<file path="src/rtl/contactless_tx_coder_regs.svh">
// register map, reset values, field positions and timing for the transmit coder
`ifndef CONTACTLESS_TX_CODER_REGS_SVH
`define CONTACTLESS_TX_CODER_REGS_SVH

// register addresses
`define ADDR_COMMAND 8'h01
`define ADDR_TX_DATA 8'h02
`define ADDR_LAST_BITS 8'h0f
`define ADDR_STATUS 8'h10
`define ADDR_MOD_SOURCE 8'h11
`define ADDR_CODER 8'h14
`define ADDR_PULSE_WIDTH 8'h15
`define ADDR_PRESET 8'h16
`define ADDR_TYPE_B 8'h17

// reset values
`define RST_CODER 8'h19
`define RST_PULSE_WIDTH 8'h13
`define RST_PRESET 8'h00
`define RST_TYPE_B 8'h3b
`define RST_MOD_SOURCE 2'h2
`define RST_LAST_BITS 3'h0

// fields
`define CODER_RATE 5:3
`define CODER_CODING 2:0
`define TB_NO_SOF 7
`define TB_NO_EOF 6
`define TB_EOF_LONG 5
`define TB_EGT 4:2
`define TB_SOF_SEL 1:0
`define SOF_SEL_LONG_LO 1
`define SOF_SEL_LONG_HI 0
`define CMD_START 0
`define LAST_BITS_F 2:0
`define MOD_SOURCE_F 6:5

// encodings
`define RATE_848 3'h0
`define RATE_424 3'h1
`define RATE_212 3'h2
`define RATE_106 3'h3
`define RATE_B 3'h4
`define CODING_NRZ_B 3'h0
`define MOD_LOW 2'h0
`define MOD_HIGH 2'h1
`define MOD_ENCODER 2'h2
`define MOD_PIN 2'h3

// frame element lengths in elementary time units
`define SOF_LO_SHORT 4'ha
`define SOF_LO_LONG 4'h b
`define SOF_HI_SHORT 4'h2
`define SOF_HI_LONG 4'h3
`define EOF_SHORT 4'ha
`define EOF_LONG 4'hb
`define A_SOF_UNITS 4'h1
`define A_EOF_UNITS 4'h2
`define CHAR_FULL_BITS 4'h8
`define B_FRAME_BITS 4'h2

// timing
`define CLK_PERIOD_NS 4
`define ETU_NS_848 1180
`define ETU_NS_424 2360
`define ETU_NS_212 4720
`define ETU_NS_106 9440
`define ETU_CYC_848 (`ETU_NS_848 / `CLK_PERIOD_NS)
`define ETU_CYC_424 (`ETU_NS_424 / `CLK_PERIOD_NS)
`define ETU_CYC_212 (`ETU_NS_212 / `CLK_PERIOD_NS)
`define ETU_CYC_106 (`ETU_NS_106 / `CLK_PERIOD_NS)

`endif

</file>
<file path="src/rtl/contactless_tx_coder_pkg.sv">
// types shared by the transmit coder, its checker and the bench
package contactless_tx_coder_pkg;

    typedef struct packed {
        logic [7:0] addr;
        logic [7:0] wdata;
        logic wr;
        logic rd;
    } bus_req_t;

    typedef struct packed {
        logic [2:0] rate;
        logic [2:0] coding;
        logic [7:0] pulse;
        logic no_sof;
        logic no_eof;
        logic eof_long;
        logic [2:0] egt;
        logic [1:0] sof_sel;
        logic [2:0] last_bits;
    } tx_cfg_t;

    typedef enum logic [4:0] {
        S_IDLE = 5'b0_0001,
        S_SOF = 5'b0_0010,
        S_CHAR = 5'b0_0100,
        S_EGT = 5'b0_1000,
        S_EOF = 5'b1_0000
    } tx_state_t;

endpackage

</file>
<file path="src/rtl/tx_byte_fifo.sv">
// flip-flop fifo with valid/ready on both sides
`timescale 1ns/1ps
module tx_byte_fifo #(
    parameter int WIDTH = 8,
    parameter int DEPTH = 8
) (
    // clock and reset
    input wire logic sys_clk,
    input wire logic rst,
    // fill side
    input wire logic in_valid,
    output logic in_ready,
    input wire logic [WIDTH-1:0] in_data,
    // drain side
    output logic out_valid,
    input wire logic out_ready,
    output logic [WIDTH-1:0] out_data,
    output logic [$clog2(DEPTH+1)-1:0] level
);
    localparam int AW = $clog2(DEPTH);
    localparam int CW = $clog2(DEPTH+1);

    logic [WIDTH-1:0] mem_ff [DEPTH];
    logic [AW-1:0] wr_ptr_ff;
    logic [AW-1:0] rd_ptr_ff;
    logic [CW-1:0] count_ff;
    wire push = in_valid && in_ready;
    wire pop = out_valid && out_ready;
    wire wr_wrap = wr_ptr_ff == AW'(DEPTH - 1);
    wire rd_wrap = rd_ptr_ff == AW'(DEPTH - 1);

    assign in_ready = count_ff != CW'(DEPTH);
    assign out_valid = count_ff != '0;
    assign out_data = mem_ff[rd_ptr_ff];
    assign level = count_ff;

    always_ff @(posedge sys_clk) begin
        if (push) begin
            mem_ff[wr_ptr_ff] <= in_data;
        end
    end

    always_ff @(posedge sys_clk) begin
        if (rst) begin
            wr_ptr_ff <= '0;
            rd_ptr_ff <= '0;
            count_ff <= '0;
        end else begin
            if (push) begin
                wr_ptr_ff <= wr_wrap ? '0 : wr_ptr_ff + AW'(1);
            end
            if (pop) begin
                rd_ptr_ff <= rd_wrap ? '0 : rd_ptr_ff + AW'(1);
            end
            count_ff <= count_ff + CW'(push) - CW'(pop);
        end
    end
endmodule // tx_byte_fifo

</file>
<file path="src/rtl/contactless_tx_coder.sv">
// transmit encoder of a contactless reader: miller (type a) and nrz (type b) framing
// Overview of operation
// - three-bit field selects encoder bit rate
// - coding field selects nrz/b or miller/a
// - pulse lasts two times (n plus 1) clocks
// - suppress bit omits type b start frame
// - suppress bit omits type b end frame
// - end frame lasts 11 or 10 units
// - guard time of 0..7 units between characters
// - start frame low/high lengths from two bits
// - coder control resets to 19h
// - pulse width register resets to 13h
// - type b framing register resets to 3bh
// - encoder reaches modulator only when source 10
// - send last-bits of final byte, then clear
`timescale 1ns/1ps
`include "contactless_tx_coder_regs.svh"
module contactless_tx_coder
    import contactless_tx_coder_pkg::*;
(
    // clock and reset
    input wire logic sys_clk,
    input wire logic rst,
    // register port
    input wire bus_req_t bus_req,
    output logic [7:0] rdata,
    output logic fifo_ready,
    // modulator
    input wire logic ext_mod_pin,
    output logic mod_drive,
    output logic tx_busy
);
    localparam int LVW = 4;

    // register file
    logic [7:0] coder_ff;
    logic [7:0] pulse_ff;
    logic [7:0] preset_ff;
    logic [7:0] type_b_ff;
    logic [2:0] last_bits_ff;
    logic [1:0] mod_sel_ff;
    logic [7:0] rdata_ff;

    // frame engine
    tx_state_t state_ff;
    tx_state_t nxt_state;
    tx_cfg_t cfg_ff;
    logic [11:0] cyc_ff;
    logic [3:0] unit_ff;
    logic [7:0] byte_ff;
    logic [3:0] nbits_ff;
    logic last_ff;
    logic prev_ff;
    logic [9:0] pause_ff;
    logic enc_ff;
    logic mod_ff;
    logic pin_meta_ff;
    logic pin_sync_ff;
    logic load_char;
    logic frame_done;

    // fifo
    logic [7:0] fifo_data;
    logic fifo_valid;
    logic [LVW-1:0] fifo_level;

    // address decode
    wire hit_cmd = bus_req.addr == `ADDR_COMMAND;
    wire hit_data = bus_req.addr == `ADDR_TX_DATA;
    wire hit_last = bus_req.addr == `ADDR_LAST_BITS;
    wire hit_stat = bus_req.addr == `ADDR_STATUS;
    wire hit_mods = bus_req.addr == `ADDR_MOD_SOURCE;
    wire hit_coder = bus_req.addr == `ADDR_CODER;
    wire hit_pulse = bus_req.addr == `ADDR_PULSE_WIDTH;
    wire hit_preset = bus_req.addr == `ADDR_PRESET;
    wire hit_tb = bus_req.addr == `ADDR_TYPE_B;
    wire wr_last = bus_req.wr && hit_last;
    wire idle = state_ff == S_IDLE;

    // a start is ignored while a frame runs or the fifo holds nothing
    wire start_req = bus_req.wr && hit_cmd && bus_req.wdata[`CMD_START] && idle && fifo_valid;

    wire [7:0] status_val = {fifo_level, 2'h0, ~fifo_ready, tx_busy};
    wire [7:0] mods_val = {1'b0, mod_sel_ff, 5'h00};
    wire [7:0] last_val = {5'h00, last_bits_ff};
    wire [7:0] rd_mux =
        hit_coder ? coder_ff :
        hit_pulse ? pulse_ff :
        hit_preset ? preset_ff :
        hit_tb ? type_b_ff :
        hit_last ? last_val :
        hit_mods ? mods_val :
        hit_stat ? status_val : 8'h00;

    // live configuration, captured into cfg_ff when a frame starts
    wire live_b = coder_ff[`CODER_CODING] == `CODING_NRZ_B;
    wire live_no_sof = type_b_ff[`TB_NO_SOF];
    tx_cfg_t live_cfg;
    assign live_cfg.rate = coder_ff[`CODER_RATE];
    assign live_cfg.coding = coder_ff[`CODER_CODING];
    assign live_cfg.pulse = pulse_ff;
    assign live_cfg.no_sof = type_b_ff[`TB_NO_SOF];
    assign live_cfg.no_eof = type_b_ff[`TB_NO_EOF];
    assign live_cfg.eof_long = type_b_ff[`TB_EOF_LONG];
    assign live_cfg.egt = type_b_ff[`TB_EGT];
    assign live_cfg.sof_sel = type_b_ff[`TB_SOF_SEL];
    assign live_cfg.last_bits = last_bits_ff;

    // bit period per rate; reserved codes fall back to the slowest rate
    wire is_b = cfg_ff.coding == `CODING_NRZ_B;
    wire [11:0] etu_len =
        cfg_ff.rate == `RATE_848 ? 12'(`ETU_CYC_848) :
        cfg_ff.rate == `RATE_424 ? 12'(`ETU_CYC_424) :
        cfg_ff.rate == `RATE_212 ? 12'(`ETU_CYC_212) :
        12'(`ETU_CYC_106);
    wire tick = cyc_ff == etu_len - 12'h001;
    wire half = cyc_ff == {1'b0, etu_len[11:1]};
    wire bit_start = cyc_ff == 12'h000;

    // frame phase lengths: start frame, character, guard time, end frame
    wire [3:0] sof_lo = cfg_ff.sof_sel[`SOF_SEL_LONG_LO] ? `SOF_LO_LONG : `SOF_LO_SHORT;
    wire [3:0] sof_hi = cfg_ff.sof_sel[`SOF_SEL_LONG_HI] ? `SOF_HI_LONG : `SOF_HI_SHORT;
    wire [3:0] sof_len = is_b ? sof_lo + sof_hi : `A_SOF_UNITS;
    wire [3:0] eof_len = !is_b ? `A_EOF_UNITS : cfg_ff.eof_long ? `EOF_LONG : `EOF_SHORT;
    wire [3:0] char_len = is_b ? nbits_ff + `B_FRAME_BITS : nbits_ff;
    wire [3:0] egt_len = {1'b0, cfg_ff.egt};

    wire [3:0] phase_len =
        state_ff == S_SOF ? sof_len :
        state_ff == S_CHAR ? char_len :
        state_ff == S_EGT ? egt_len : eof_len;
    wire phase_end = tick && unit_ff == phase_len - 4'h1;

    // current data bit, lsb first; type b wraps it in start 0 and stop 1
    wire [3:0] bit_pos = is_b ? unit_ff - 4'h1 : unit_ff;
    wire data_bit = byte_ff[bit_pos[2:0]];
    wire b_char_bit = unit_ff == 4'h0 ? 1'b0 : unit_ff > nbits_ff ? 1'b1 : data_bit;
    wire cur_bit = is_b ? b_char_bit : data_bit;

    // nrz level for type b
    wire b_level =
        state_ff == S_SOF ? unit_ff >= sof_lo :
        state_ff == S_CHAR ? b_char_bit :
        state_ff == S_EOF ? 1'b0 : 1'b1;

    // modified miller pauses: a zero pauses at bit start unless after a one,
    // a one pauses at mid-bit; start frame pauses, end frame is zero then idle
    wire a_pause_start = !is_b && bit_start && (
        state_ff == S_SOF ||
        (state_ff == S_CHAR && !cur_bit && !prev_ff) ||
        (state_ff == S_EOF && unit_ff == 4'h0 && !prev_ff));
    wire a_pause_mid = !is_b && half && state_ff == S_CHAR && cur_bit;
    wire pause_go = a_pause_start || a_pause_mid;
    wire [9:0] pause_len = {1'b0, cfg_ff.pulse, 1'b0} + 10'h002;

    // short final byte only when last in fifo; a start without sof loads before the snapshot lands
    wire pop_last = fifo_level == LVW'(1);
    wire [2:0] load_bits = idle ? last_bits_ff : cfg_ff.last_bits;
    wire [3:0] pop_bits = pop_last && load_bits != 3'h0 ? {1'b0, load_bits} : `CHAR_FULL_BITS;
    wire enc_next = idle ? 1'b1 : is_b ? b_level : pause_ff == 10'h000 && !pause_go;

    // modulator source select
    wire mod_next =
        mod_sel_ff == `MOD_LOW ? 1'b0 :
        mod_sel_ff == `MOD_HIGH ? 1'b1 :
        mod_sel_ff == `MOD_ENCODER ? enc_ff : pin_sync_ff;

    assign rdata = rdata_ff;
    assign mod_drive = mod_ff;
    assign tx_busy = !idle;

    tx_byte_fifo #(
        .WIDTH(8),
        .DEPTH(8)
    ) u_fifo (
        .sys_clk(sys_clk),
        .rst(rst),
        .in_valid(bus_req.wr && hit_data),
        .in_ready(fifo_ready),
        .in_data(bus_req.wdata),
        .out_valid(fifo_valid),
        .out_ready(load_char),
        .out_data(fifo_data),
        .level(fifo_level)
    );

    // frame sequencing
    always_comb begin
        nxt_state = state_ff;
        load_char = 1'b0;
        frame_done = 1'b0;
        case (state_ff)
            S_IDLE: begin
                if (start_req) begin
                    if (live_b && live_no_sof) begin
                        nxt_state = S_CHAR;
                        load_char = 1'b1;
                    end else begin
                        nxt_state = S_SOF;
                    end
                end
            end
            S_SOF: begin
                if (phase_end) begin
                    nxt_state = S_CHAR;
                    load_char = 1'b1;
                end
            end
            S_CHAR: begin
                if (phase_end) begin
                    if (last_ff) begin
                        if (is_b && cfg_ff.no_eof) begin
                            nxt_state = S_IDLE;
                            frame_done = 1'b1;
                        end else begin
                            nxt_state = S_EOF;
                        end
                    end else if (is_b && cfg_ff.egt != 3'h0) begin
                        nxt_state = S_EGT;
                    end else begin
                        nxt_state = S_CHAR;
                        load_char = 1'b1;
                    end
                end
            end
            S_EGT: begin
                if (phase_end) begin
                    nxt_state = S_CHAR;
                    load_char = 1'b1;
                end
            end
            S_EOF: begin
                if (phase_end) begin
                    nxt_state = S_IDLE;
                    frame_done = 1'b1;
                end
            end
            default: begin
                nxt_state = S_IDLE;
            end
        endcase
    end

    // register writes; reserved coder bits are stored as written
    always_ff @(posedge sys_clk) begin
        if (rst) begin
            coder_ff <= `RST_CODER;
            pulse_ff <= `RST_PULSE_WIDTH;
            preset_ff <= `RST_PRESET;
            type_b_ff <= `RST_TYPE_B;
            mod_sel_ff <= `RST_MOD_SOURCE;
        end else if (bus_req.wr) begin
            if (hit_coder) begin
                coder_ff <= bus_req.wdata;
            end
            if (hit_pulse) begin
                pulse_ff <= bus_req.wdata;
            end
            if (hit_preset) begin
                preset_ff <= bus_req.wdata;
            end
            if (hit_tb) begin
                type_b_ff <= bus_req.wdata;
            end
            if (hit_mods) begin
                mod_sel_ff <= bus_req.wdata[`MOD_SOURCE_F];
            end
        end
    end

    // a software write in the frame's last cycle wins over the auto clear
    always_ff @(posedge sys_clk) begin
        if (rst) begin
            last_bits_ff <= `RST_LAST_BITS;
        end else if (wr_last) begin
            last_bits_ff <= bus_req.wdata[`LAST_BITS_F];
        end else if (frame_done) begin
            last_bits_ff <= `RST_LAST_BITS;
        end
    end

    always_ff @(posedge sys_clk) begin
        if (rst) begin
            rdata_ff <= 8'h00;
        end else begin
            rdata_ff <= bus_req.rd ? rd_mux : 8'h00;
        end
    end

    // frame-wide snapshot keeps mid-frame writes from corrupting timing
    always_ff @(posedge sys_clk) begin
        if (rst) begin
            cfg_ff <= '0;
            state_ff <= S_IDLE;
        end else begin
            if (start_req) begin
                cfg_ff <= live_cfg;
            end
            state_ff <= nxt_state;
        end
    end

    // bit and unit timing
    always_ff @(posedge sys_clk) begin
        if (rst || idle || tick) begin
            cyc_ff <= 12'h000;
        end else begin
            cyc_ff <= cyc_ff + 12'h001;
        end
    end

    always_ff @(posedge sys_clk) begin
        if (rst || idle || phase_end) begin
            unit_ff <= 4'h0;
        end else if (tick) begin
            unit_ff <= unit_ff + 4'h1;
        end
    end

    // character loader
    always_ff @(posedge sys_clk) begin
        if (rst) begin
            byte_ff <= 8'h00;
            nbits_ff <= `CHAR_FULL_BITS;
            last_ff <= 1'b0;
        end else if (load_char) begin
            byte_ff <= fifo_data;
            nbits_ff <= pop_bits;
            last_ff <= pop_last;
        end
    end

    // miller history: start frame and end frame count as zeros
    always_ff @(posedge sys_clk) begin
        if (rst || idle) begin
            prev_ff <= 1'b0;
        end else if (tick) begin
            prev_ff <= state_ff == S_CHAR && cur_bit;
        end
    end

    always_ff @(posedge sys_clk) begin
        if (rst || idle) begin
            pause_ff <= 10'h000;
        end else if (pause_go) begin
            pause_ff <= pause_len - 10'h001;
        end else if (pause_ff != 10'h000) begin
            pause_ff <= pause_ff - 10'h001;
        end
    end

    // output stage; the external pin is synchronised before use
    always_ff @(posedge sys_clk) begin
        if (rst) begin
            pin_meta_ff <= 1'b0;
            pin_sync_ff <= 1'b0;
            enc_ff <= 1'b1;
            mod_ff <= 1'b0;
        end else begin
            pin_meta_ff <= ext_mod_pin;
            pin_sync_ff <= pin_meta_ff;
            enc_ff <= enc_next;
            mod_ff <= mod_next;
        end
    end
endmodule // contactless_tx_coder

</file>
<file path="config.mk">
export PLATFORM = sky130hd
export DESIGN_NAME = contactless_tx_coder
export DESIGN_NICKNAME = d
export VERILOG_FILES = /design/src/rtl/contactless_tx_coder_pkg.sv /design/src/rtl/tx_byte_fifo.sv /design/src/rtl/contactless_tx_coder.sv
export VERILOG_INCLUDE_DIRS = /design/src /design/src/rtl
export SDC_FILE = /design/constraint.sdc
export NUM_CORES = 1
export LEC_CHECK = 0
export BUFFER_PORTS_ARGS = -buffer_cell sky130_fd_sc_hd__buf_2
export CORE_UTILIZATION = 45
export DETAILED_ROUTE_END_ITERATION = 8
export GPL_TIMING_DRIVEN = 1
export MAX_ROUTING_LAYER = met4
export PLACE_DENSITY = 0.61
export SKIP_LAST_GASP = 1
export SLEW_MARGIN = 40
export SYNTH_ARGS = -nofsm -noshare
export SYNTH_HDL_FRONTEND = slang
export SYNTH_SLANG_ARGS = --single-unit
</file>
<file path="constraint.sdc">
create_clock -name sys_clk -period 4 [get_ports sys_clk]
set_input_delay 0.6 -clock sys_clk [delete_from_list [all_inputs] [get_ports sys_clk]]
set_output_delay 0.6 -clock sys_clk [all_outputs]
set_load 0.02 [all_outputs]
</file>
==> results of run 1 <==
==> cell usage in the layout (no fill, tap or decap), types with 5 or more instances in the layout <==
cell and count:
mux2i_1 33, nor2_1 100, nand4_1 8, edfxtp_1 64, nor3_1 25, xor2_1 11
or2_2 5, nand2_1 128, dfxtp_1 122, inv_12 6, nor4_1 5, buf_4 47
a211o_1 9, buf_2 30, a211oi_1 7, o21ai_0 12, and2_1 6, xnor2_1 17
inv_1 33, a21oi_1 73, o21ai_1 11, a22oi_1 6, nor3b_1 5, mux4_2 18
clkbuf_16 17, a211oi_2 8, ha_1 21, nand3b_1 10, nor2b_1 15, nand3_1 39
nand2b_1 16, or3_1 6
==> layout make-up <==
type / count / area share
multi-input combinational: 696 / 0.432
timing repair buffer: 78 / 0.0476
clock inverter: 15 / 0.0214
clock buffer: 17 / 0.0394
inverter: 34 / 0.0118
tap: 270 / 0.0313
sequential: 192 / 0.416
==> worst paths after layout <==
check | from | end | slack, ns | depth (start not counted)
hold / removal | ext_mod_pin | pin_meta_ff$_SDFF_PP0_ | 0.37 | 2
setup / recovery | state_ff[4]$_SDFFE_PP0P_ | u_fifo.level[1]$_SDFF_PP0_ | 0.24 | 16
hold reg to reg | pin_meta_ff$_SDFF_PP0_ | pin_sync_ff$_SDFF_PP0_ | 0.45 | 1
setup reg to reg | state_ff[4]$_SDFFE_PP0P_ | u_fifo.level[1]$_SDFF_PP0_ | 0.24 | 16
==> stage by stage <==
step           cells   util
2_1_floorplan    979      -
3_5_place_dp    1261  0.489
5_1_grt         1302  0.530
6_report        1302  0.530
3_3_place_gp    1261  0.488
4_1_cts         1293  0.521
==> flip-flops by register name, indices dropped and copies added, names as in the netlist, 2 cells and up <==
signal            count
coder_ff              8
u_fifo.level          4
nbits_ff              4
u_fifo.wr_ptr_ff      3
u_fifo.rd_ptr_ff      3
last_bits_ff          3
rdata                 8
byte_ff               8
unit_ff               4
pause_ff             10
cfg_ff               24
state_ff              5
preset_ff             8
u_fifo.mem_ff        64
cyc_ff               12
pulse_ff              8
mod_sel_ff            2
type_b_ff             8
==> cell families after synthesis <==
| logic type | Yosys count | synth area share |
|---|---|---|
| simple gates | 407 | 0.210 |
| mux | 54 | 0.0817 |
| xor+xnor | 30 | 0.0279 |
| flops | 192 | 0.476 |
| compound gates | 181 | 0.132 |
| buf+inv | 91 | 0.0400 |
| fa+ha+maj | 24 | 0.0327 |
==> what timing repair did <==
action | in CTS | in global routing
setup endpoints to repair | 0 | 3
resized for setup | 0 | 30
setup buffers | 0 | 9
==> layer usage <==
metal | vias to the layer above | share of wire | GRT usage
met5 | - | 0 | -
met4 | 0 | 0.012 | 0.0573
met3 | 18 | 0.061 | 0.0381
met2 | 254 | 0.45 | 0.340
met1 | 3462 | 0.48 | 0.330
li1 | 3591 | - | -
==> report_power, final <==
group	total, uW	internal, uW	leakage [uW]	switching (uW)
Clock	1880	899	0.000316	977
Combinational	394	137	0.00187	257
Sequential	2060	2030	0.00161	31.0
==> run metrics, run 1 <==
status=completed; initial antenna violation count=0; crit path capture type=flip-flop; most common cell in the netlist=nand2_1; maximum clock frequency=266 MHz; DRT iter0 DRCs=between 600 and 700; vias in the first global route=roughly 6600; filler instances=1824; required time worst endpoint=approximately 4.3 ns; DRT Wirelength=23300 um; post-synth top area cell=dfxtp_1; die width=roughly 150 um; WL/cell=17.9 um; std cell rows=between 50 and 60; global-route wire length before repair=between 30000 and 40000 um; root buf cell=clkbuf_16; max_cap viols=0; FF+latch count, synth=approximately 190; Finished Cell Area=approximately 11000 um^2; Critical Path Max Stage Delay=approximately 0.52 ns; final setup vio count=0; yosys synthesis warning count=0; synthesized area=about 9400 um^2; via/cell ratio=5.63; area of the multi-input gates=around 4700 um^2; post-route worst setup slack=0.243 ns; largest net degree at the start of global routing=between 50 and 60; Area after DPL=between 9000 and 10000 um^2; WP buf/inv=2; DR vias=~7300; Synth cell types=between 80 and 90; leading cell types by count after synthesis=nand2_1 (130), dfxtp_1 (128), nor2_1 (104), a21oi_1 (76), edfxtp_1 (64); maximum vdd drop=around 360 uV; GP Congestion=~0.95; PortBufs=31; I/O pins=32; number of synthesized flops with an enable pin=64; Worst-path clk slew=around 0.090 ns; Hold Path Class=in2reg; n_diodes=0; post-synth top area share=0.272; CTS Buf Count=17; global-route usage over all layers=0.231; Fin. Hold Viols=0; post-DP HPWL=16400 um; final net count=~1100; hold_ws=approximately 0.37 ns; Layout Area Growth over Synthesis=14.7%; relative slew slack=0.461; Post-synth top flop=dfxtp_1; H-Tree Depth=4; CTS sink count=192; Initial Util=0.462; pwr dens=401 nW/um^2; Worst Skew=a little under 0.02 ns; clock buffer depth=2; leakage=0.00380 uW; CTS Hold Bufs=0; synthesized area per cell=between 9 and 10 um^2; Detailed Routing Iterations Pass 1=5; crit path launch type=flip-flop; Clock Latency Late Sink=approximately 0.45 ns; Antenna Violating Nets Remaining=0; total power=4330 uW; Crit path arrival time=approximately 4 ns; register area=between 4000 and 5000 um^2; Crit-path slowest cell=fa_2; die area=approximately 22000 um^2; Placeable Area=just over 20000 um^2; worst-path fanout max=6; crit share post-route=0.939; Die H=between 100 and 150 um; CTS tree=done; synthesized instance count=979; CP top delay family=adder cells; RSZ-0062 raised after global routing=false; worst-margin pin slew=~0.80 ns; CP Class=reg2reg; Tmin final=3.76 ns; Residual DRC=0; ratio of cells with drive above 1 in the final layout=0.182; TNS Setup=0 ns; most frequent CP cell=ha_2; top cells by area, synth=dfxtp_1 (27%), edfxtp_1 (20%), nand2_1 (5.2%), mux4_2 (4.3%), nor2_1 (4.1%); syn_nets=1024; Placement Setup Slack=0.0781 ns; Slew Limit Fails=0; worst-path cell chain=or3_4 -> nor2_2 -> o2bb2ai_2 -> a21oi_2 -> ha_1 -> xor2_2 -> nand2_1 -> mux2_4 -> nor4bb_4 -> a2bb2oi_2 -> ha_2 -> inv_2 -> ha_2 -> inv_1 -> fa_2 -> nor2_1; GR Overflow Total=0; asr flop ratio synth=0; Seq/Total Area, Yosys=0.476
Power figures use the tool's default switching activity.
==> inputs of run 2 (changes only) <==
CORE_ASPECT_RATIO = 0.8   (was not set)
==> run metrics, run 2 (synthesis results as in run 1) <==
status=completed; FF-to-FF path depth=17; biggest registers after layout=u_fifo.mem_ff: 64 flops, cfg_ff: 24 flops, cyc_ff: 12 flops; Detailed Routing Iterations Pass 1=5; clock buffer depth=2; Residual DRC=0; Hold Path Class=in2reg; WP buf/inv=2; max_cap viols=0; crit path launch type=flip-flop; DR vias=approximately 7300; ratio of cells with drive above 1 in the final layout=0.162; worst-path cell chain=or3b_4 -> o311ai_2 -> nand4_1 -> nand2_1 -> ha_4 -> xor2_2 -> nand2_1 -> mux2_4 -> nor4bb_4 -> a2bb2oi_2 -> ha_1 -> inv_1 -> ha_1 -> inv_1 -> fa_1 -> xor2_1 -> nor2_1; Placement Setup Slack=between 0.07 and 0.08 ns; CTS Hold Bufs=0; Placed Instances=between 1000 and 1500; I/O pins=32; Die H=~130 um; WL/cell=roughly 18 um; post-DP HPWL=roughly 17000 um; Worst-path clk slew=~0.08 ns; worst-margin pin slew=a little over 0.8 ns; vias in the first global route=6577; CTS Buf Count=17; CP Class=reg2reg; Crit path arrival time=a little over 4 ns; Worst Skew=~0.017 ns; Placeable Area=just over 20000 um^2; final setup vio count=0; area of the multi-input gates=between 4000 and 5000 um^2; CP Depth=17; crit share post-route=0.945; die area=between 20000 and 25000 um^2; maximum clock frequency=about 260 MHz; CTS sink count=between 150 and 200; maximum vdd drop=331 uV; root buf cell=clkbuf_16; worst-path fanout max=8; Fin. Hold Viols=0; n_diodes=0; initial antenna violation count=0; global-route usage over all layers=0.229; std cell rows=46; Core Util, Final=0.529; DRT Wirelength=roughly 23000 um; total power=4190 uW; Slew Limit Fails=0; most common cell after layout, fill and taps aside=nand2_1; GP Congestion=between 0.9 and 1; register area=roughly 4500 um^2; Finished Cell Area=~11000 um^2; relative slew slack=0.459; H-Tree Depth=4; most frequent cells in the layout=nand2_1 (129), dfxtp_1 (123), nor2_1 (102); Antenna Violating Nets Remaining=0; Critical Path Max Stage Delay=roughly 0.40 ns; final net count=1055; Hold Path Cell Cnt=2; GR Overflow Total=0; global-route wire length before repair=~37000 um; CP top delay family=simple AND/OR/NAND/NOR gates; Crit-path slowest cell=or3b_4; die width=164 um; crit path capture type=flip-flop; CTS tree=done; Layout Area Growth over Synthesis=13.1%; filler instances=~1800; pwr dens=394 nW/um^2; Area after DPL=roughly 9900 um^2; Most flops, register=u_fifo.mem_ff; Largest register FFs=64; Clock Latency Late Sink=about 0.44 ns; largest net degree at the start of global routing=36; DRT iter0 DRCs=533; required time worst endpoint=4.32 ns; post-route worst setup slack=between 0.2 and 0.25 ns; via/cell ratio=about 5.7; non-filler cells, final=around 1300; PortBufs=31; leakage=around 0.0037 uW; Tmin final=3.78 ns; Initial Util=0.467
[run 2: area by class of cell]
cell class	instances	area share
multi-input combinational	696	0.436
sequential	192	0.422
clock buffer	18	0.0423
tap	264	0.0310
clock inverter	14	0.0152
timing repair buffer	69	0.0416
inverter	34	0.0120
[run 2: worst paths after layout]
kind	startpoint	to	slack, ns
setup / recovery	state_ff[3]$_SDFFE_PP0P_	u_fifo.level[2]$_SDFF_PP0_	0.22
hold / removal	ext_mod_pin	pin_meta_ff$_SDFF_PP0_	0.36
setup reg to reg	state_ff[3]$_SDFFE_PP0P_	u_fifo.level[2]$_SDFF_PP0_	0.22
hold reg to reg	pin_meta_ff$_SDFF_PP0_	pin_sync_ff$_SDFF_PP0_	0.45
[run 2: stage by stage]
step	hold WS [ns]	TNS, ns
2_1_floorplan	0.414	0
3_3_place_gp	0.420	0
3_5_place_dp	0.444	0
4_1_cts	0.356	0
5_1_grt	0.376	-0.0161
6_report	0.362	0
[run 2: what timing repair did]
action                                 in CTS  in global routing
setup endpoints to repair                   0                  3
gates resized for setup                     0                 18
endpoints found under the hold margin       0                  0
buffers inserted                            0                  1
[run 2: power by group]
part,switching [uW],internal [uW],total [uW]
logic,255,118,372
registers,27.6,2030,2050
clock network,879,887,1770
total,1160,3030,4190
[run 2: per-layer routing]
layer	vias to the layer above	GRT usage	share of wire
li1	3567	-	-
met1	3504	0.358	0.52
met2	203	0.300	0.42
met3	30	0.0420	0.053
met4	0	0.0494	0.013
met5	-	-	0
==> inputs of run 3 (changes only) <==
CORE_UTILIZATION = 43   (was 45)
PLACE_DENSITY = 0.59   (was 0.61)
==> run metrics, run 3 (synthesis results as in run 1) <==
status=completed; via/cell ratio=approximately 5.7; n_diodes=0; Residual DRC=0; maximum vdd drop=roughly 240 uV; maximum clock frequency=roughly 260 MHz; Placed Instances=approximately 1300; required time worst endpoint=4.32 ns; crit path from=state_ff[3]$_SDFFE_PP0P_; largest net degree at the start of global routing=56; pwr dens=395 nW/um^2; initial antenna violation count=0; crit share post-route=0.959; DRT Wirelength=24300 um; global-route usage over all layers=0.227; relative slew slack=0.491; final net count=1054; TNS Setup=0 ns; crit path launch type=flip-flop; worst-margin pin slew=around 0.76 ns; Metal-1 WL=12500 um; Hold Path Class=in2reg; CTS Buf Count=17; Tmin final=approximately 3.8 ns; I/O pins=32; ratio of cells with drive above 1 in the final layout=0.174; WL/cell=18.7 um; Placeable Area=between 20000 and 25000 um^2; vias in the first global route=roughly 6700; die width=around 170 um; leakage=between 0.003 and 0.004 uW; Most flops, register=u_fifo.mem_ff; max_cap viols=0; Met2 Routed Length=10200 um; Layout Area Growth over Synthesis=14.0%; DRT iter0 DRCs=around 630; Crit path arrival time=around 4.2 ns; R2R Path Start=state_ff[3]$_SDFFE_PP0P_; CTS sink count=around 190; CP Class=reg2reg; std cell rows=48; GR Overflow Total=0; crit path capture type=flip-flop; most common cell after layout, fill and taps aside=nand2_1; uppermost layer routed=met4; global-route wire length before repair=roughly 38000 um; Slew Limit Fails=0; Worst-path clk slew=approximately 0.08 ns; HP Start=ext_mod_pin; Largest register FFs=between 60 and 70; CTS tree=done; die area=roughly 22000 um^2; Antenna Violating Nets Remaining=0; final setup vio count=0; Initial Util=0.438; Worst Skew=0.0102 ns; worst-path fanout max=7; Clock Latency Late Sink=0.44 ns; Detailed Routing Iterations Pass 1=5; biggest registers after layout=u_fifo.mem_ff: 64 flops, cfg_ff: 24 flops, cyc_ff: 12 flops; root buf cell=clkbuf_16; PortBufs=31; post-DP HPWL=roughly 17000 um; Routed met3 length=between 1000 and 1500 um; clock buffer depth=2; CTS Hold Bufs=0; Fin. Hold Viols=0; DR vias=7331; most frequent cells in the layout=nand2_1 (128), dfxtp_1 (121), nor2_1 (101); non-filler cells, final=~1300; H-Tree Depth=4; Die H=approximately 130 um; GP Congestion=between 0.9 and 1
[run 3: critical path, stage by stage (launching register included)]
cell	delay (ns)
dfxtp_4	0.39
or3b_4	0.41
o311ai_4	0.28
nand4_1	0.21
nand2_1	0.15
ha_4	0.22
xor2_4	0.14
nand2_1	0.09
mux2_4	0.32
nor4bb_4	0.30
a2bb2oi_2	0.20
ha_4	0.22
inv_2	0.06
ha_4	0.12
inv_2	0.04
fa_2	0.35
xor2_1	0.16
nor2_1	0.05
[run 3: worst paths after layout]
| path | to | slack, ns | depth (start not counted) |
|---|---|---|---|
| worst max register to register | u_fifo.level[2]$_SDFF_PP0_ | 0.16 | 17 |
| worst min-delay path | pin_meta_ff$_SDFF_PP0_ | 0.36 | 2 |
| worst max-delay path | u_fifo.level[2]$_SDFF_PP0_ | 0.16 | 17 |
| worst min register to register | cfg_ff[11]$_SDFFE_PP0P_ | 0.46 | 2 |
[run 3: what timing repair did]
| item | in CTS | in global routing |
|---|---|---|
| hold endpoints to repair | 0 | 0 |
| pin swaps | 1 | 14 |
| resized for setup | 4 | 31 |
| setup endpoints to repair | 2 | 3 |
| setup buffers | 0 | 3 |
[run 3: final cells by class]
type                    count  area, um^2
clock buffers              17         425
well taps                 275         344
multi-input cells         696        4700
repair buffers             68         439
inverters                  34         128
fillers                  2008       10800
flip-flops and latches    192        4500
clock inverters            15         195
[run 3: through the flow]
stage	hold slack (ns)	worst slack [ns]	utilization	total power, uW	cell area, um^2
after global placement	0.419	0.0819	0.462	2480	9920
after CTS	0.350	0.0326	0.492	4240	10600
after detailed placement	0.446	0.00123	0.462	2470	9930
after floorplan	0.414	0.359	-	2320	9420
after global routing	0.364	-0.0732	0.499	4370	10700
final	0.362	0.163	0.499	4240	10700
[run 3: metal layers]
layer | GRT usage | vias to the layer above
li1 | - | 3561
met1 | 0.345 | 3533
met2 | 0.309 | 213
met3 | 0.0339 | 24
met4 | 0.0596 | 0
met5 | - | -
[run 3: report_power, final]
group	leakage (uW)	total, uW	switching (uW)	internal (uW)
clock	0.000301	1790	920	867
sequential	0.00161	2050	29.0	2030
combinational	0.00182	402	271	131
total	0.00374	4240	1220	3020
